File: src/rtl/bcs_pkg.sv
/*
 bcs_pkg: constants, types and register layout shared by the buck control
 sequencer files. Assumes a 20 MHz pclk.
*/
package bcs_pkg;
   localparam int unsigned CLK_HZ       = 20_000_000;
   localparam int unsigned SW_FAST_HZ   = 1_000_000;
   localparam int unsigned SW_SLOW_HZ   = 550_000;
   localparam logic [5:0]  SW_FAST_CYC  = 6'(CLK_HZ / SW_FAST_HZ);
   localparam logic [5:0]  SW_SLOW_CYC  = 6'(CLK_HZ / SW_SLOW_HZ);
   localparam int unsigned SS_UNIT_MS   = 1;
   localparam int unsigned RETRY_FAST_US = 12000;
   localparam int unsigned RETRY_SLOW_US = 21800;
   localparam int unsigned CYC_PER_US   = CLK_HZ / 1_000_000;
   localparam logic [19:0] DISCH_PERIODS = 20'h03fff;
   localparam int unsigned POK_DB_US    = 20;
   localparam logic [8:0]  POK_DB_CYC   = 9'(POK_DB_US * CYC_PER_US);
   localparam logic [4:0]  DROP_CLOCKS  = 5'h10;
   localparam int unsigned REFRESH_NS   = 200;
   localparam logic [4:0]  REFRESH_CYC  = 5'((REFRESH_NS * CYC_PER_US + 999) / 1000);
   localparam logic [4:0]  DEAD_CYC     = 5'h01;
   localparam logic [3:0]  HICCUP_COUNT = 4'hf;
   localparam logic [6:0]  VOUT_FAST_MIN   = 7'h0f;
   localparam logic [6:0]  VOUT_VL_OUT_MIN = 7'h14;
   localparam int unsigned TMR_W        = 20;

   // register indices; byte address is four times the index
   localparam logic [5:0] REG_CFG_A_IDX  = 6'h00;
   localparam logic [5:0] REG_CFG_B_IDX  = 6'h01;
   localparam logic [5:0] REG_STATUS_IDX = 6'h02;

   localparam int unsigned CFGA_DISCH_BIT = 6;
   localparam int unsigned CFGA_RAMP_LSB  = 4;
   localparam int unsigned CFGA_PEAK_BIT  = 3;
   localparam int unsigned CFGA_MODE_BIT  = 2;
   localparam int unsigned CFGA_LOGIC_BIT = 1;
   localparam int unsigned CFGA_ENBIT_BIT = 0;
   localparam logic [7:0]  CFGA_FIXED_RST = 8'h08;

   typedef enum logic [2:0] {
      ST_OFF    = 3'b000,
      ST_SOFT   = 3'b001,
      ST_RUN    = 3'b010,
      ST_STBY   = 3'b011,
      ST_HICCUP = 3'b100,
      ST_THERM  = 3'b101,
      ST_DISCH  = 3'b110
   } bcs_state_t;

   typedef enum logic [2:0] {
      PH_IDLE = 3'b000,
      PH_HS   = 3'b001,
      PH_DT   = 3'b010,
      PH_LS   = 3'b011,
      PH_DTH  = 3'b100,
      PH_REF  = 3'b101
   } bcs_phase_t;

   typedef struct packed {
      logic pwm_trip;
      logic peak_hit;
      logic zero_cross;
      logic neg_hit;
      logic valley_low;
      logic below_25;
      logic above_92;
      logic below_90;
      logic below_102;
      logic light_load;
      logic overtemp;
      logic dropout;
   } bcs_comp_t;
endpackage : bcs_pkg

File: src/rtl/bcs_sync.sv
/*
 bcs_sync: two-flop synchroniser for a vector of independent levels.
 Assumes each bit is a slow level; no word coherence across bits.
*/
`timescale 1ns/1ps
`default_nettype none
module bcs_sync #(
   parameter int unsigned W = 1
) (
   input  wire logic         clk,
   input  wire logic         rst_n,
   input  wire logic [W-1:0] d,
   output logic      [W-1:0] q
);
   logic [W-1:0] meta_q;

   always_ff @(posedge clk or negedge rst_n)
   begin
      if (!rst_n)
      begin
         meta_q <= '0;
         q      <= '0;
      end
      else
      begin
         meta_q <= d;
         q      <= meta_q;
      end
   end
endmodule : bcs_sync
`default_nettype wire

File: src/rtl/bcs_timer.sv
/*
 bcs_timer: loadable down-counter with a tick input and a zero flag.
 Assumes a loaded value of at least one.
*/
`timescale 1ns/1ps
`default_nettype none
module bcs_timer (
   input  wire logic                      clk,
   input  wire logic                      rst_n,
   input  wire logic                      load,
   input  wire logic [bcs_pkg::TMR_W-1:0] value,
   input  wire logic                      tick,
   output logic                           done
);
   import bcs_pkg::*;
   logic [TMR_W-1:0] cnt_q;

   always_ff @(posedge clk or negedge rst_n)
   begin
      if (!rst_n)
         cnt_q <= '0;
      else if (load)
         cnt_q <= value;
      else if (tick && cnt_q != '0)
         cnt_q <= cnt_q - 1'b1;
   end

   assign done = (cnt_q == '0);
endmodule : bcs_timer
`default_nettype wire

File: src/rtl/bcs_buck_ctrl.sv
/*
 bcs_buck_ctrl: sequencing and switching control of a synchronous buck,
 with its configuration registers on an APB slave.
 Assumes comparator, thermal, lockout and enable inputs are asynchronous
 levels; the power stage obeys the switch commands.
*/
// Implementation choices: the APB slave port and the register offsets.
`timescale 1ns/1ps
`default_nettype none
module bcs_buck_ctrl #(
   parameter logic [19:0] SS_MS_CYC      = 20'(bcs_pkg::CLK_HZ / 1000 * bcs_pkg::SS_UNIT_MS),
   parameter logic [19:0] RETRY_FAST_CYC = 20'(bcs_pkg::RETRY_FAST_US * bcs_pkg::CYC_PER_US),
   parameter logic [19:0] RETRY_SLOW_CYC = 20'(bcs_pkg::RETRY_SLOW_US * bcs_pkg::CYC_PER_US),
   parameter bit          EXT_FEEDBACK   = 1'b0,
   parameter logic [1:0]  RAMP_DEFAULT   = 2'h0,
   parameter bit          DISCH_DEFAULT  = 1'b0,
   parameter logic [6:0]  VOUT_DEFAULT   = 7'h14
) (
   input  wire logic              pclk,
   input  wire logic              presetn,
   input  wire logic              psel,
   input  wire logic              penable,
   input  wire logic              pwrite,
   input  wire logic [7:0]        paddr,
   input  wire logic [31:0]       pwdata,
   output logic      [31:0]       prdata,
   output logic                   pready,
   output logic                   pslverr,
   input  wire logic              en_pin,
   input  wire logic              bias_enable_pin,
   input  wire logic              supply_uvlo,
   input  wire bcs_pkg::bcs_comp_t comp,
   output logic                   high_side_switch,
   output logic                   low_side_switch,
   output logic                   switch_node_hiz,
   output logic                   discharge_on,
   output logic                   power_good_output,
   output logic                   power_good_oe_n,
   output logic                   internal_logic_supply,
   output logic                   serial_enable,
   output logic                   logic_supply_from_out,
   output logic                   peak_limit_sel,
   output logic                   negative_limit_en,
   output logic                   switch_freq_slow
);
   import bcs_pkg::*;

   localparam logic [7:0] CFGA_RST = CFGA_FIXED_RST
      | ({7'h00, DISCH_DEFAULT} << CFGA_DISCH_BIT)
      | ({6'h00, RAMP_DEFAULT} << CFGA_RAMP_LSB);
   localparam logic [7:0] CFGB_RST = {1'b0, VOUT_DEFAULT};

   function automatic logic [19:0] ramp_len(input logic [1:0] sel);
      ramp_len = SS_MS_CYC << sel;
   endfunction : ramp_len

   function automatic logic active_st(input bcs_state_t s);
      active_st = (s == ST_RUN) || (s == ST_STBY);
   endfunction : active_st

   logic [14:0] syn;
   bcs_comp_t   c;
   logic        en_s;
   logic        bias_s;
   logic        uvlo_s;

   bcs_sync #(.W(15)) u_sync (
      .clk   (pclk),
      .rst_n (presetn),
      .d     ({en_pin, bias_enable_pin, supply_uvlo, comp}),
      .q     (syn)
   );
   assign {en_s, bias_s, uvlo_s, c} = syn;

   logic [7:0]  cfg_a_q;
   logic [7:0]  cfg_b_q;
   bcs_state_t  st_q;
   bcs_state_t  st_d;
   bcs_phase_t  ph_q;
   logic        pok_q;
   logic        act_forced_pwm_mode_q;
   logic        act_peak_q;
   logic        freq_slow_q;
   logic [5:0]  div_q;
   logic        sw_tick;
   logic        tmr_load;
   logic [19:0] tmr_val;
   logic        tmr_done;
   logic [3:0]  ilim_q;

   // APB: one wait state, answer on the second access cycle
   logic        access;
   logic        addr_hit;
   logic        acc_ok;
   logic [31:0] rd_val;

   assign access   = psel && penable && !pready;
   assign addr_hit = (paddr[1:0] == 2'b00) && (paddr[7:2] <= REG_STATUS_IDX);
   // serial port alive with either pin, refused in lockout
   assign acc_ok   = (en_s || bias_s) && !uvlo_s;

   always_comb
   begin
      rd_val = 32'h0000_0000;
      case (paddr[7:2])
         REG_CFG_A_IDX:  rd_val = {24'h00_0000, cfg_a_q};
         REG_CFG_B_IDX:  rd_val = {24'h00_0000, cfg_b_q};
         REG_STATUS_IDX: rd_val = {20'h0_0000, ilim_q, pok_q, ph_q, st_q, 1'b0};
         default:        rd_val = 32'h0000_0000;
      endcase
   end

   always_ff @(posedge pclk or negedge presetn)
   begin
      if (!presetn)
      begin
         pready  <= 1'b0;
         pslverr <= 1'b0;
         prdata  <= 32'h0000_0000;
      end
      else
      begin
         pready <= access;
         if (access)
         begin
            pslverr <= !acc_ok || !addr_hit;
            prdata  <= (acc_ok && addr_hit && !pwrite) ? rd_val : 32'h0000_0000;
         end
      end
   end

   // configuration registers
   logic wr_fire;
   assign wr_fire = psel && penable && pready && pwrite && acc_ok && addr_hit;

   always_ff @(posedge pclk or negedge presetn)
   begin
      if (!presetn)
      begin
         cfg_a_q <= CFGA_RST;
         cfg_b_q <= CFGB_RST;
      end
      else if (uvlo_s)
      begin
         cfg_a_q <= CFGA_RST;
         cfg_b_q <= CFGB_RST;
      end
      else if (wr_fire)
      begin
         if (paddr[7:2] == REG_CFG_A_IDX)
            cfg_a_q <= pwdata[7:0];
         if (paddr[7:2] == REG_CFG_B_IDX)
            cfg_b_q <= pwdata[7:0];
      end
   end

   // switching clock divider and per-cycle configuration latch
   logic slow_cfg;
   // frequency from feedback type and target
   assign slow_cfg = !EXT_FEEDBACK && (cfg_b_q[6:0] < VOUT_FAST_MIN);
   assign sw_tick  = (div_q == 6'h00);

   always_ff @(posedge pclk or negedge presetn)
   begin
      if (!presetn)
         div_q <= 6'h00;
      else if (sw_tick)
         div_q <= (freq_slow_q ? SW_SLOW_CYC : SW_FAST_CYC) - 6'h01;
      else
         div_q <= div_q - 6'h01;
   end

   // settings take hold at the next switching tick
   always_ff @(posedge pclk or negedge presetn)
   begin
      if (!presetn)
      begin
         act_forced_pwm_mode_q  <= 1'b0;
         act_peak_q  <= 1'b1;
         freq_slow_q <= 1'b0;
      end
      else if (sw_tick)
      begin
         act_forced_pwm_mode_q  <= cfg_a_q[CFGA_MODE_BIT];
         act_peak_q  <= cfg_a_q[CFGA_PEAK_BIT];
         freq_slow_q <= slow_cfg;
      end
   end

   // enable combination
   logic eff_en;
   logic off_req;
   logic disch_ok;
   logic hic_trip;
   assign eff_en   = cfg_a_q[CFGA_LOGIC_BIT] ? (en_s && cfg_a_q[CFGA_ENBIT_BIT])
                                             : (en_s || cfg_a_q[CFGA_ENBIT_BIT]);
   assign off_req  = !eff_en || uvlo_s;
   assign disch_ok = !EXT_FEEDBACK && cfg_a_q[CFGA_DISCH_BIT];
   assign hic_trip = c.below_25 && (ilim_q == HICCUP_COUNT);

   bcs_timer u_timer (
      .clk   (pclk),
      .rst_n (presetn),
      .load  (tmr_load),
      .value (tmr_val),
      .tick  ((st_q == ST_DISCH) ? sw_tick : 1'b1),
      .done  (tmr_done)
   );

   always_comb
   begin
      st_d     = st_q;
      tmr_load = 1'b0;
      tmr_val  = ramp_len(cfg_a_q[CFGA_RAMP_LSB +: 2]);
      case (st_q)
         ST_OFF:
            // ramp on enable or lockout exit
            if (eff_en && !uvlo_s && !c.overtemp)
            begin
               st_d     = ST_SOFT;
               tmr_load = 1'b1;
            end
         ST_SOFT, ST_RUN, ST_STBY, ST_HICCUP, ST_THERM:
            if (off_req)
            begin
               st_d     = (disch_ok && !uvlo_s) ? ST_DISCH : ST_OFF;
               tmr_load = disch_ok && !uvlo_s;
               tmr_val  = DISCH_PERIODS;
            end
            else if (st_q == ST_THERM)
            begin
               if (!c.overtemp)
               begin
                  st_d     = ST_SOFT;
                  tmr_load = 1'b1;
               end
            end
            else if (c.overtemp)
               st_d = ST_THERM;
            else if (st_q == ST_HICCUP)
            begin
               if (tmr_done)
               begin
                  st_d     = ST_SOFT;
                  tmr_load = 1'b1;
               end
            end
            else if (hic_trip)
            begin
               st_d     = ST_HICCUP;
               tmr_load = 1'b1;
               tmr_val  = freq_slow_q ? RETRY_SLOW_CYC : RETRY_FAST_CYC;
            end
            else if (st_q == ST_SOFT)
            begin
               if (tmr_done)
                  st_d = ST_RUN;
            end
            else if (st_q == ST_RUN)
            begin
               if (!act_forced_pwm_mode_q && c.light_load && !c.below_102)
                  st_d = ST_STBY;
            end
            else if (c.below_102 || act_forced_pwm_mode_q)
               st_d = ST_RUN;
         ST_DISCH:
            if (uvlo_s)
               st_d = ST_OFF;
            else if (eff_en && !c.overtemp)
            begin
               st_d     = ST_SOFT;
               tmr_load = 1'b1;
            end
            else if (tmr_done)
               st_d = ST_OFF;
         default:
            st_d = ST_OFF;
      endcase
   end

   always_ff @(posedge pclk or negedge presetn)
   begin
      if (!presetn)
         st_q <= ST_OFF;
      else
         st_q <= st_d;
   end

   // switching phase sequencer
   logic       sw_active;
   logic       valley_block;
   logic [4:0] pcnt_q;
   logic [4:0] drop_q;

   assign sw_active    = (st_q == ST_SOFT) || (st_q == ST_RUN);
   assign valley_block = c.below_25 && !c.valley_low;

   always_ff @(posedge pclk or negedge presetn)
   begin
      if (!presetn)
      begin
         ph_q   <= PH_IDLE;
         pcnt_q <= 5'h00;
         drop_q <= 5'h00;
         ilim_q <= 4'h0;
      end
      else if (!sw_active)
      begin
         ph_q   <= PH_IDLE;
         pcnt_q <= 5'h00;
         drop_q <= 5'h00;
         ilim_q <= 4'h0;
      end
      else
      begin
         case (ph_q)
            PH_IDLE:
               // on-time starts on the clock tick
               if (sw_tick && !valley_block)
               begin
                  ph_q   <= PH_HS;
                  drop_q <= 5'h00;
               end
            PH_HS:
               if (c.peak_hit)
               begin
                  ph_q   <= PH_DT;
                  pcnt_q <= 5'h00;
                  if (ilim_q != HICCUP_COUNT)
                     ilim_q <= ilim_q + 4'h1;
               end
               else if (c.pwm_trip)
               begin
                  ph_q   <= PH_DT;
                  pcnt_q <= 5'h00;
                  ilim_q <= 4'h0;
               end
               else if (sw_tick)
               begin
                  if (drop_q == DROP_CLOCKS - 5'h01)
                  begin
                     ph_q   <= PH_REF;
                     pcnt_q <= 5'h00;
                  end
                  else
                     drop_q <= drop_q + 5'h01;
               end
            PH_DT, PH_DTH:
               if (pcnt_q == DEAD_CYC - 5'h01)
               begin
                  ph_q   <= (ph_q == PH_DT) ? PH_LS : PH_HS;
                  pcnt_q <= 5'h00;
                  drop_q <= 5'h00;
               end
               else
                  pcnt_q <= pcnt_q + 5'h01;
            PH_LS:
               if (sw_tick)
                  ph_q <= valley_block ? PH_IDLE : PH_DTH;
               else if (!act_forced_pwm_mode_q && c.zero_cross)
                  ph_q <= PH_IDLE;
               else if (act_forced_pwm_mode_q && c.neg_hit)
                  ph_q <= PH_IDLE;
            PH_REF:
               if (pcnt_q == REFRESH_CYC - 5'h01)
               begin
                  ph_q   <= PH_HS;
                  pcnt_q <= 5'h00;
                  drop_q <= 5'h00;
               end
               else
                  pcnt_q <= pcnt_q + 5'h01;
            default:
               ph_q <= PH_IDLE;
         endcase
      end
   end

   // power good with debounce
   logic [8:0] db_q;
   logic       pok_want;
   assign pok_want = pok_q ? c.below_90 : c.above_92;

   always_ff @(posedge pclk or negedge presetn)
   begin
      if (!presetn)
      begin
         pok_q <= 1'b0;
         db_q  <= 9'h000;
      end
      else if (!active_st(st_q))
      begin
         pok_q <= 1'b0;
         db_q  <= 9'h000;
      end
      // crossing must persist for the debounce time
      else if (pok_want)
      begin
         if (db_q == POK_DB_CYC - 9'h001)
         begin
            pok_q <= !pok_q;
            db_q  <= 9'h000;
         end
         else
            db_q <= db_q + 9'h001;
      end
      else
         db_q <= 9'h000;
   end

   // registered outputs
   always_ff @(posedge pclk or negedge presetn)
   begin
      if (!presetn)
      begin
         high_side_switch      <= 1'b0;
         low_side_switch       <= 1'b0;
         switch_node_hiz       <= 1'b1;
         discharge_on          <= 1'b0;
         power_good_output     <= 1'b0;
         power_good_oe_n       <= 1'b0;
         internal_logic_supply <= 1'b0;
         serial_enable         <= 1'b0;
         logic_supply_from_out <= 1'b0;
         peak_limit_sel        <= 1'b1;
         negative_limit_en     <= 1'b0;
         switch_freq_slow      <= 1'b0;
      end
      else
      begin
         high_side_switch  <= sw_active && (ph_q == PH_HS);
         low_side_switch   <= sw_active && ((ph_q == PH_LS) || (ph_q == PH_REF));
         switch_node_hiz   <= !sw_active || (ph_q == PH_IDLE)
                              || (ph_q == PH_DT) || (ph_q == PH_DTH);
         discharge_on      <= (st_q == ST_DISCH);
         power_good_output <= 1'b0;
         // open drain: pulls low unless good
         power_good_oe_n   <= pok_q;
         internal_logic_supply <= en_s || bias_s;
         serial_enable         <= en_s || bias_s;
         // supply source moves to the output
         logic_supply_from_out <= !EXT_FEEDBACK && active_st(st_q) && pok_q
                                  && (cfg_b_q[6:0] >= VOUT_VL_OUT_MIN);
         peak_limit_sel        <= act_peak_q;
         negative_limit_en     <= act_forced_pwm_mode_q;
         switch_freq_slow      <= freq_slow_q;
      end
   end
endmodule : bcs_buck_ctrl
`default_nettype wire

File: config.mk
export PLATFORM = sky130hd
export DESIGN_NAME = bcs_buck_ctrl
export DESIGN_NICKNAME = d
export VERILOG_FILES = /design/src/rtl/bcs_pkg.sv /design/src/rtl/bcs_sync.sv /design/src/rtl/bcs_timer.sv /design/src/rtl/bcs_buck_ctrl.sv
export SDC_FILE = /design/constraint.sdc
export NUM_CORES = 1
export LEC_CHECK = 0
export BUFFER_PORTS_ARGS = -buffer_cell sky130_fd_sc_hd__buf_2
export CAP_MARGIN = 10
export CORE_UTILIZATION = 50
export CTS_BUF_LIST = sky130_fd_sc_hd__clkbuf_8
export CTS_CLUSTER_DIAMETER = 30
export CTS_CLUSTER_SIZE = 12
export DETAILED_ROUTE_END_ITERATION = 10
export PLACE_DENSITY = 0.72
export SLEW_MARGIN = 20
export SYNTH_ARGS = -nofsm -noshare
export SYNTH_HDL_FRONTEND = slang
export SYNTH_SLANG_ARGS = --single-unit
File: constraint.sdc
create_clock -name pclk -period 5.45 [get_ports pclk]
set_clock_uncertainty 0.05 [all_clocks]
set_input_delay 0.2725 -clock pclk [delete_from_list [all_inputs] [get_ports pclk]]
set_output_delay 0.2725 -clock pclk [all_outputs]
set_load 0.05 [all_outputs]
**Word-level counts from Yosys, hierarchy flattened**

Index checks and enable logic that the tools add are counted.

- Word-level logic and storage cells: 248
- Output and inout bits: 46
- Register bits: 149

- Reduce and logical (&&, ||, !) cells: 73
- Shifts and indexed selects: 1
- Add/subtract/negate cells: 7
- Muxes and demuxes: 93
- Eq/ne operators: 42
- $lt $le $gt $ge: 3

Operators by type and width:

| kind | number |
|---|---|
| $mux 20 | 8 |
| $mux 3 | 29 |
| $mux 5 | 15 |
| $mux 8 | 6 |
| $pmux 12 s3 | 1 |
| $mux 32 | 1 |
| $logic_and 1x1->1 | 27 |
| $mux 9 | 3 |
| $ne 3x3->1 const B | 8 |
| $logic_not 20->1 | 1 |
| $mux 4 | 5 |
| $pmux 5 s4 | 1 |
| $reduce_bool 20->1 | 1 |
| $shl 15x2->20 const A | 1 |
| $sub 20x1->20 const B | 1 |
| $mux 19 | 1 |
| $ne 9x8->1 const B | 2 |
| $mux 1 | 16 |
| $eq 3x3->1 const B | 5 |
| $pmux 3 s5 | 1 |
| $pmux 5 s3 | 1 |
| $logic_not 1->1 | 13 |
| $eq 3x2->1 const B | 4 |
| $logic_not 6->1 | 2 |
| 41 further kinds | 66 |

**Depth between registers and ports, before layout**

Gate-level depths: netlist of the first run.

- Depth after elaboration: 12
- Gate-level depth with buffers: 9
- Mapped depth without buffers: 8

**Hierarchy**

A second synthesis of the first run with hierarchy kept.

- Cell total of the unflattened synthesis: 647
- Area total of the unflattened synthesis: 6550.0 um^2

Modules (own cells, without submodules):

| module | times used | sequential area each (um^2) | area an instance (um^2) | cells an instance |
|---|---|---|---|---|
| bcs_buck_ctrl | 1 | 1984.4 | 4546.9 | 477 |
| bcs_timer | 1 | 500.5 | 1252.5 | 140 |
| bcs_sync | 1 | 750.7 | 750.7 | 30 |

**Least setup slack after synthesis of the first run**

OpenSTA, ideal clock, no wires.

- Path type: flip-flop to flip-flop
- Start: register ilim_q[0]
- End: register st_q[0]
- Arrival: 1.999 ns
- Slack: 3.276 ns
- Cell stages (with the launch flop): 8
- Path buffers: 0
- Cell sequence: dfrtp_1 -> ha_1 -> nand4_1 -> a21oi_1 -> or4_1 -> a211o_1 -> o211ai_1 -> mux2_2

- Cells in the longest elaborated chain, start to end: 8

Ends and longest elaborated chain:

| element | line | RTL |
|---|---|---|
| start: declaration | bcs_buck_ctrl.sv:89 | `logic [3:0] ilim_q;` |
| start signal: assignment | bcs_buck_ctrl.sv:330 | `ilim_q <= ilim_q + 4'h1;` |
| $eq 4x4->1 (*) | bcs_buck_ctrl.sv:199 | `assign hic_trip = c.below_25 && (ilim_q == HICCUP_COUNT);` |
| $logic_and 1x1->1 (*) | bcs_buck_ctrl.sv:199 |  |
| $mux 3 | bcs_buck_ctrl.sv:248 | `else if (hic_trip)` |
| $mux 3 | bcs_buck_ctrl.sv:240 | `else if (st_q == ST_HICCUP)` |
| $mux 3 | bcs_buck_ctrl.sv:238 | `else if (c.overtemp)` |
| $mux 3 | bcs_buck_ctrl.sv:230 | `else if (st_q == ST_THERM)` |
| $mux 3 | bcs_buck_ctrl.sv:224 | `if (off_req)` |
| $pmux 3 s3 | bcs_buck_ctrl.sv:215 | `case (st_q)` |
| end signal: assignment | bcs_buck_ctrl.sv:286 | `st_q <= st_d;` |
| end: declaration | bcs_buck_ctrl.sv:77 | `bcs_state_t st_q;` |

Mark *: on every way between the ends. The rest lies on a longest branch, timed or not.
A chain may end at the register's enable or synchronous reset.

**Worst setup path after layout of the first run**

- Start: register u_sync.q[12]
- End: register u_timer.cnt_q[5]

- Cells in the longest elaborated chain, start to end: 6

Ends and longest elaborated chain:

| element | line | RTL |
|---|---|---|
| start: declaration | bcs_sync.sv:13 | `output logic [W-1:0] q` |
| start signal: assignment | bcs_sync.sv:27 | `q <= meta_q;` |
| $logic_not 1->1 | bcs_buck_ctrl.sv:218, bcs_buck_ctrl.sv:227 |  |
| $logic_and 1x1->1 (2 in a row) | bcs_buck_ctrl.sv:218 | `if (eff_en && !uvlo_s && !c.overtemp)` |
| $mux 1 | bcs_buck_ctrl.sv:218 |  |
| $pmux 1 s3 | bcs_buck_ctrl.sv:215 |  |
| $mux 20 / $reduce_bool 2->1 (equally long branches) | -- |  |
| end signal: assignment | bcs_timer.sv:23 | `cnt_q <= value;` |
| end signal: assignment | bcs_timer.sv:25 | `cnt_q <= cnt_q - 1'b1;` |
| end: declaration | bcs_timer.sv:16 | `logic [TMR_W-1:0] cnt_q;` |

Several ways; a longest one is shown, not always the timed one.

==> flow_metrics.py, run 1 <==
metrics = {
    "place": {
        "globalplace.congestion": 0.848,
        "hpwlAfterDp_mm": 9.35,
        "port_buffers": 59,
        "dp.cells": 830,
    },
    "clock_network": {
        "cts_setup_buffers": 0,
        "clkTransAtPathRegs_ns": 0.07,
        "cts_root_buf": "clkbuf_8",
        "cts_tree": "done",
        "numCtsBuffers": 17,
        "htreeDepth": 4,
        "clock_latency_ns": 0.45,
        "ctsResizeCount": 0,
        "cts-hold-fix-buffers": 16,
        "clockBufferDepth": 2,
        "cts_sinks": 127,
    },
    "synthesis": {
        "yosysWarnings": 0,
        "synthesis.area_um2": 6320,
        "yosys.cell_types.count": 66,
        "synthFlopType": "dfrtp_1",
        "ys_top_cells_by_area": "dfrtp_1 48%, mux2i_1 4.7%, nor2_1 4.3%",
        "ys_ff_latch": 127,
        "synth_edf_count": 0,
        "synthCells": 623,
        "yosys.area.top_type_share_pct": 47.9,
        "yosys.area.top_type": "dfrtp_1",
        "yosysSeqAreaShare_pct": 50.4,
        "synthArstFlopShare_pct": 100,
        "syn_area_per_cell_um2": 10.1,
    },
    "pwr": {
        "peakVddDrop_v": 0.000235,
        "swShare_pct": 35.5,
        "leakage_uw": 0.00325,
        "clkPwrFrac_pct": 28.6,
        "p_comb_share_pct": 25.3,
        "p_total_uw": 2540,
        "p_sw_uw": 904,
        "pwr-share-seq_pct": 46.2,
        "p_per_area_nw_per_um2": 354,
        "p_int_uw": 1640,
    },
    "sta": {
        "tightest_slew_ns": 1.04,
        "finalSetupViolCount": 0,
        "finalWorstPathRequiredPeriod_ns": 3.12,
        "rsz0062_at_grt": "no",
        "tns_ns": 0,
        "report.final.slew_viol_count": 0,
        "slew_headroom_pct": 30.8,
        "max_freq_mhz": 321,
        "fin_crit_sh_pct": 57.2,
        "hold_viol": 0,
    },
    "global_routing": {
        "grt_antenna_before_repair": 0,
        "grt_usage_pct": 22.2,
        "grt_max_degree": 75,
        "grt_pass1_vias": 4604,
        "grt_overflow": 0,
        "grt_first_pass_wirelength_mm": 22.3,
    },
    "cells_and_area": {
        "diodes": 0,
        "fin_cells": 878,
        "fillers": 1025,
        "area_growth_pct": 13.8,
        "final_nets": 771,
        "drive_gt1_share_pct": 16.5,
    },
    "drt": {
        "antenna_left": 0,
        "avgViaCountPerCell": 5.53,
        "dr.pass1.iters": 6,
        "vias": 4854,
        "drtIter0Drc": 302,
        "routed_wl_mm": 13.3,
        "drcViolationCount": 0,
        "wl_per_cell_um": 15.2,
    },
    "setup_path": {
        "cp_top_family": "compound AO/OA/AOI/OAI gates",
        "critical_path_class": "reg -> reg",
        "reg2reg_slack_ns": 2.33,
        "crit_start": "u_sync.q[12]",
        "r2r-start": "u_sync.q[12]",
        "cpMostUsedCell": "o21ai_0",
        "reg2reg_to": "u_timer.cnt_q[5]",
        "cp-endpoint": "u_timer.cnt_q[5]",
        "cp_max_fo": 31,
        "crit_path_max_incr_delay_ns": 0.85,
        "cp.depth": 6,
        "crit_required_ns": 5.74,
        "rr_worst_depth": 6,
        "end_kind": "flop",
        "crit_chain": "nor2b_1, o21ai_0, o22ai_1, a22o_1, o21ai_0, o21a_1",
        "start_kind": "flop",
        "critPathSlowestCell": "a22o_1",
        "cp_num_buf_inv": 0,
        "arrival_ns": 3.41,
    },
    "outcome": {
        "outcome": "finished, final reports clean",
    },
    "worst_hold_path": {
        "min_path_type": "in -> reg",
        "whs_path_depth": 3,
    },
    "floorplan": {
        "num_rows": 40,
        "core_area_um2": 12200,
        "io_pins": 106,
        "initial_core_util_pct": 52.0,
        "die_w_um": 114,
        "die-area_um2": 13100,
        "chipHeight_um": 114,
    },
    "job": {
        "drv_cap": 0,
    },
}
-- stage by stage --
step / util [%] / hold slack (ns) / setup slack (ns) / cell area, um^2
finish: 59.1 / 0.0299 / 2.33 / 7190
global route: 59.1 / 0.0228 / 2.08 / 7190
CTS: 59.1 / 0.0107 / 2.37 / 7190
detailed placement: 54.9 / 0.289 / 2.37 / 6670
global placement: 54.9 / 0.283 / 2.44 / 6670
floorplan: - / -0.0731 / 3.28 / 6400
-- synthesized netlist by cell type (all sizes together) (3+ instances only) --
cell,instances
a211o,6
a21boi,4
a21o,3
a21oi,19
a22o,16
a22oi,3
and2,3
and3,5
buf,27
clkbuf,14
dfrtp,121
dfstp,6
ha,14
inv,19
mux2,3
mux2i,30
nand2,44
nand2b,7
nand3,14
nand3b,3
nand4,7
nor2,73
nor2b,15
nor3,21
nor3b,5
nor4,8
o211ai,7
o21a,5
o21ai,39
o22ai,3
o31ai,3
or2,5
or3,8
or4,5
or4b,5
xnor2,17
xor2,10
-- layout make-up --
| class | count | area (um^2) | share of cell area, % |
|---|---|---|---|
| sequential | 127 | 3190 | 44.3 |
| multi-input combinational | 456 | 2900 | 40.3 |
| timing repair buffer | 76 | 465 | 6.47 |
| clock buffer | 20 | 275 | 3.83 |
| tap | 168 | 210 | 2.92 |
| clock inverter | 12 | 85.1 | 1.18 |
| inverter | 19 | 71.3 | 0.992 |
-- logic make-up after synthesis --
| kind of cell | share of synthesized area [%] |
|---|---|
| other | 0.0593 |
| and+or+nand+nor | 19.5 |
| muxes | 5.28 |
| DFF | 50.4 |
| adders and majority gates | 2.77 |
| AOI/OAI and AO/OA | 13.3 |
| buffers and inverters | 4.95 |
| xor gates and xnor gates | 3.74 |
-- sequential cells by signal, summed over array words and instances, names as in the netlist, 6 cells and up --
| name | flops |
|---|---|
| div_q | 6 |
| db_q | 9 |
| u_sync.meta_q | 14 |
| cfg_b_q | 8 |
| u_sync.q | 14 |
| u_timer.cnt_q | 20 |
| prdata | 12 |
| cfg_a_q | 8 |
-- power groups by stage --
stage | clock, uW | combinational [uW] | sequential, uW
2_1_floorplan | 0 | 525 | 1140
3_3_place_gp | 0 | 612 | 1180
3_5_place_dp | 0 | 628 | 1190
4_1_cts | 744 | 640 | 1170
5_1_grt | 785 | 715 | 1190
6_report | 727 | 643 | 1170
-- worst min-delay path by stage --
| stage | startpoint | endpoint | slack, ns |
|---|---|---|---|
| after floorplan | presetn | act_forced_pwm_mode_q | -0.07 |
| after global placement | u_sync.meta_q[10] | u_sync.q[10] | 0.28 |
| after detailed placement | u_sync.meta_q[2] | u_sync.q[2] | 0.29 |
| after CTS | pwdata[2] | cfg_a_q[2] | 0.01 |
| after global routing | pwdata[2] | cfg_a_q[2] | 0.02 |
| final | pwdata[2] | cfg_a_q[2] | 0.03 |
-- worst reg2reg max path, stage by stage, from the launching register on --
cell and delay [ns]:
dfrtp_1 0.68, nor2b_1 0.22, o21ai_0 0.33, o22ai_1 0.29
a22o_1 0.85, o21ai_0 0.38, o21a_1 0.20
-- layout by cell type (no fill, tap or decap), types with 4 or more instances in the layout --
cell,n
a21oi_1,19
inv_1,19
nand2_1,44
and3_1,5
nor2b_1,15
dfrtp_1,121
nor4_1,6
a22o_1,16
nor3b_1,5
or4_1,5
clkinv_2,4
clkinvlp_4,4
or3_1,8
nand3_1,14
o21ai_0,38
a211o_1,6
dfstp_2,6
ha_1,14
o21a_1,5
xnor2_1,17
o211ai_1,7
conb_1,21
dlygate4sd3_1,16
mux2i_1,30
buf_2,58
nor3_1,19
xor2_1,10
nand4_1,7
clkbuf_8,20
or2_2,4
nand2b_1,7
nor2_1,72
-- per-layer routing --
layer | vias to the layer above | track usage, % | wire, um | part of all wire, %
li1 | 2318 | - | - | -
met1 | 2366 | 29.2 | 6080 | 46
met2 | 149 | 35.8 | 6340 | 48
met3 | 21 | 5.35 | 671 | 5.0
met4 | 0 | 8.57 | 249 | 1.9
met5 | - | 0 | 0 | 0
Power figures use the tool's default switching activity.
==> inputs of run 2 (changes only) <==
Clock period 5.45 ns to 2.95 ns, I/O delays scaled along.
==> flow_metrics.py, run 2 (same netlist as run 1, synthesis figures left out) <==
metrics = {
    "outcome": {
        "outcome": "finished, final reports clean",
    },
    "worst_hold_path": {
        "min_path_type": "in -> reg",
    },
    "floorplan": {
        "num_rows": 40,
        "die_w_um": 114,
        "chipHeight_um": 114,
        "core_area_um2": 12200,
        "io_pins": 106,
        "die-area_um2": 13100,
        "initial_core_util_pct": 52.0,
    },
    "global_routing": {
        "grt_overflow": 0,
        "grt_antenna_before_repair": 0,
        "grt_first_pass_wirelength_mm": 23.6,
        "grt_usage_pct": 23.1,
        "grt_max_degree": 58,
        "grt_pass1_vias": 4937,
    },
    "sta": {
        "finalSetupViolCount": 0,
        "slew_headroom_pct": 49.9,
        "tns_ns": 0,
        "tightest_slew_ns": 0.751,
        "rsz0062_at_grt": "no",
        "max_freq_mhz": 400,
        "fin_crit_sh_pct": 84.7,
        "hold_viol": 0,
        "report.final.slew_viol_count": 0,
        "finalWorstPathRequiredPeriod_ns": 2.50,
    },
    "clock_network": {
        "cts_sinks": 127,
        "cts-hold-fix-buffers": 23,
        "htreeDepth": 4,
        "ctsResizeCount": 0,
        "numCtsBuffers": 17,
        "clock_latency_ns": 0.44,
        "cts_root_buf": "clkbuf_8",
        "clkTransAtPathRegs_ns": 0.08,
        "clockBufferDepth": 2,
        "cts_tree": "done",
        "cts_setup_buffers": 0,
    },
    "cells_and_area": {
        "area_growth_pct": 16.9,
        "drive_gt1_share_pct": 17.8,
        "fin_cells": 898,
        "final_common_cell": "dfrtp_1",
        "final_nets": 791,
        "largestRegisters": "u_timer.cnt_q (20), u_sync.meta_q (14), u_sync.q (14)",
        "mostFrequentLayoutCells": "121 x dfrtp_1, 72 x nor2_1, 58 x buf_2, 44 x nand2_1, 38 x o21ai_0",
        "diodes": 0,
        "largest_register_ffs": 20,
        "top_register": "u_timer.cnt_q",
        "fin_util_pct": 60.8,
        "fillers": 1015,
    },
    "place": {
        "dp.cells": 843,
        "globalplace.congestion": 0.848,
        "hpwlAfterDp_mm": 9.65,
        "port_buffers": 59,
    },
    "drt": {
        "routed_wl_mm": 13.8,
        "dr_wl_met2_mm": 6.59,
        "top_layer_used": "met4",
        "dr.pass1.iters": 5,
        "vias": 4950,
        "drtIter0Drc": 312,
        "drcViolationCount": 0,
        "drt-met1-wl_mm": 6.24,
        "wl_per_cell_um": 15.4,
        "antenna_left": 0,
        "dr_wl_met3_um": 699,
        "avgViaCountPerCell": 5.51,
    },
    "pwr": {
        "leakage_uw": 0.00336,
        "peakVddDrop_v": 0.000363,
        "p_per_area_nw_per_um2": 657,
    },
    "setup_path": {
        "end_kind": "flop",
        "critical_path_class": "reg -> reg",
        "start_kind": "flop",
        "crit_required_ns": 3.25,
        "arrival_ns": 2.79,
        "cp_max_fo": 14,
    },
    "job": {
        "drv_cap": 0,
    },
}
run 2: report_power, final:
group	internal [uW]	total [uW]	switching [uW]
logic	503	1270	762
clock network	702	1450	747
registers	1920	2140	224
run 2: layout make-up:
class / instances / area, um^2 / share of cell area, %
Sequential cell: 127 / 3190 / 43.1
Multi-Input combinational cell: 456 / 2900 / 39.2
Timing Repair Buffer: 96 / 646 / 8.73
Clock buffer: 18 / 248 / 3.35
Tap cell: 168 / 210 / 2.84
Clock inverter: 14 / 134 / 1.81
Inverter: 19 / 71.3 / 0.965
run 2: final timing paths:
check | startpoint | end | slack, ns | cells after the start
max | u_timer.cnt_q[0] | u_timer.cnt_q[16] | 0.45 | 9
min in group asynchronous | presetn | u_timer.cnt_q[16] | 0.27 | 2
min | pwrite | prdata[0] | 0.16 | 4
min reg2reg | u_sync.meta_q[2] | u_sync.q[2] | 0.30 | 0
max reg2reg | u_timer.cnt_q[0] | u_timer.cnt_q[16] | 0.45 | 9
max in group asynchronous | presetn | drop_q[4] | 1.67 | 4
run 2: metal layers:
layer | global-route usage, % | up-vias
met2 | 37.7 | 147
met1 | 30.2 | 2415
met4 | 9.35 | 0
met3 | 4.87 | 30
met5 | 0 | -
li1 | - | 2358
run 2: through the flow:
step	hold WS (ns)	worst slack, ns	power, uW	instance area, um^2
2_1_floorplan	-0.198	0.776	3070	6400
3_3_place_gp	0.205	0.548	3360	6780
3_5_place_dp	0.207	0.503	3410	6780
4_1_cts	0.149	0.447	4880	7390
5_1_grt	0.163	0.224	5140	7390
6_report	0.164	0.451	4860	7390
run 2: critical path, stage by stage, from the launching register on:
cell,delay [ns]
dfrtp_1,0.38
inv_1,0.11
ha_1,0.15
or4b_1,0.49
nand2b_1,0.18
o211ai_1,0.18
a22o_1,0.39
buf_4,0.27
o21ai_0,0.10
o21ai_0,0.11
==> inputs of run 3 (changes only) <==
Settings changed: PLACE_DENSITY 0.72 to 0.75.
Clock period 2.95 ns to 2.1 ns, I/O delays scaled along.
==> flow_metrics.py, run 3 (same netlist as run 1, synthesis figures left out) <==
metrics = {
    "outcome": {
        "outcome": "finished, violations left",
        "violations": "setup timing",
    },
    "drt": {
        "vias": 5496,
        "routed_wl_mm": 16.3,
        "dr.pass1.iters": 5,
        "drcViolationCount": 0,
        "antenna_left": 0,
        "avgViaCountPerCell": 5.51,
        "drtIter0Drc": 404,
        "wl_per_cell_um": 16.3,
    },
    "clock_network": {
        "cts_root_buf": "clkbuf_8",
        "clockBufferDepth": 2,
        "cts_sinks": 127,
        "htreeDepth": 4,
        "cts_tree": "done",
        "numCtsBuffers": 17,
        "clkTransAtPathRegs_ns": 0.08,
        "clock_latency_ns": 0.45,
    },
    "cells_and_area": {
        "final_nets": 890,
        "largest_register_ffs": 20,
        "final_common_cell": "dfrtp_1",
        "drive_gt1_share_pct": 32.2,
        "diodes": 0,
        "fillers": 868,
        "area_growth_pct": 33.2,
        "fin_util_pct": 69.2,
        "largestRegisters": "u_timer.cnt_q (20), u_sync.meta_q (14), u_sync.q (14)",
        "top_register": "u_timer.cnt_q",
        "mostFrequentLayoutCells": "119 x dfrtp_1, 104 x buf_4, 71 x nor2_1, 58 x buf_2, 43 x nand2_1",
    },
    "pwr": {
        "p_total_uw": 7990,
        "peakVddDrop_v": 0.000789,
        "leakage_uw": 0.00393,
        "p_per_area_nw_per_um2": 949,
    },
    "global_routing": {
        "grt_usage_pct": 26.1,
        "grt_overflow": 0,
        "grt_max_degree": 47,
        "grt_pass1_vias": 5464,
        "grt_first_pass_wirelength_mm": 26.3,
        "grt_antenna_before_repair": 0,
    },
    "floorplan": {
        "die_w_um": 114,
        "initial_core_util_pct": 52.0,
        "die-area_um2": 13100,
        "io_pins": 106,
        "core_area_um2": 12200,
        "num_rows": 40,
        "chipHeight_um": 114,
    },
    "place": {
        "port_buffers": 59,
        "globalplace.congestion": 0.912,
        "place_ws_ns": -0.215,
        "hpwlAfterDp_mm": 10.9,
    },
    "worst_hold_path": {
        "min_from": "paddr[0]",
        "min_path_type": "in -> reg",
    },
    "sta": {
        "slew_headroom_pct": 60.0,
        "hold_viol": 0,
        "rsz0062_at_grt": "yes",
        "finalWorstPathRequiredPeriod_ns": 2.20,
        "hold_slack_ns": 0.108,
        "tns_ns": -0.554,
        "fin_crit_sh_pct": 105,
        "finalSetupViolCount": 15,
        "layout_setup_ws_ns": -0.102,
        "tightest_slew_ns": 0.600,
        "max_freq_mhz": 454,
        "report.final.slew_viol_count": 0,
    },
    "setup_path": {
        "start_kind": "flop",
        "arrival_ns": 2.49,
        "cp_top_family": "simple AND/OR/NAND/NOR gates",
        "r2r-start": "u_sync.q[14]",
        "crit_required_ns": 2.39,
        "end_kind": "flop",
        "critPathSlowestCell": "or4_1",
        "cp_num_buf_inv": 0,
        "cp_max_fo": 4,
        "critical_path_class": "reg -> reg",
        "crit_start": "u_sync.q[14]",
        "crit_path_max_incr_delay_ns": 0.49,
        "crit_chain": "nor2_2, or2_1, or4_1, a211o_1, o211ai_1, mux2_4",
    },
    "job": {
        "drv_cap": 0,
    },
}
==> run 3: changes by cell type in the layout (fill, tap and decap cells not counted), sizes merged <==
cell / delta
buf: +96
clkinvlp: -4
bufinv: +2
dlygate4sd3: +2
a22o: +1
clkinv: +1
inv: +1
==> run 3: timing repair <==
action | in CTS | in global routing
setup buffers | 16 | 8
gates cloned | 1 | 0
setup endpoints to repair | 30 | 36
hold buffers | 25 | 1
endpoints found under the hold margin | 73 | 1
resized for setup | 33 | 32
pin swaps | 10 | 21
==> run 3: final timing paths <==
path | endpoint | slack [ns] | cells past startpoint
max | st_q[0] | -0.10 | 6
min | pslverr | 0.11 | 6
max reg2reg | st_q[0] | -0.10 | 6
min reg2reg | u_sync.q[10] | 0.31 | 0
max in group asynchronous | cfg_b_q[2] | 1.14 | 3
min in group asynchronous | u_timer.cnt_q[9] | 0.14 | 2
==> run 3: cell type report <==
| type | instances | area, um^2 | area share (%) |
|---|---|---|---|
| timing repair buffer | 194 | 1420 | 16.8 |
| inverter | 19 | 71.3 | 0.847 |
| multi-input combinational | 457 | 3110 | 36.9 |
| clock buffer | 18 | 248 | 2.94 |
| sequential | 127 | 3190 | 37.9 |
| tap | 168 | 210 | 2.50 |
| clock inverter | 14 | 181 | 2.15 |
==> run 3: per-stage QoR <==
stage / instances / instance area, um^2
after floorplan: 643 / 6400
after detailed placement: 916 / 7340
after global placement: 916 / 7340
after CTS: 989 / 8270
final: 997 / 8420
after global routing: 997 / 8420
==> run 3: power by group <==
group	total (uW)	switching, uW	leakage (uW)	internal, uW
sequential	2870	179	0.00162	2700
combinational	2830	1510	0.00209	1320
clock	2290	1060	0.000220	1230
==> run 3: worst register-to-register path, stage by stage (launching register included) <==
cell	delay, ns
dfrtp_2	0.45
nor2_2	0.08
or2_1	0.26
or4_1	0.49
a211o_1	0.30
o211ai_1	0.13
mux2_4	0.32
==> run 3: layer usage <==
metal	track usage, %	routed length, um	vias to the layer above	part of all wire, %
li1	-	-	2565	-
met1	33.0	6810	2687	42
met2	43.3	8240	207	51
met3	5.72	854	37	5.2
met4	11.3	387	0	2.4
met5	0	0	-	0
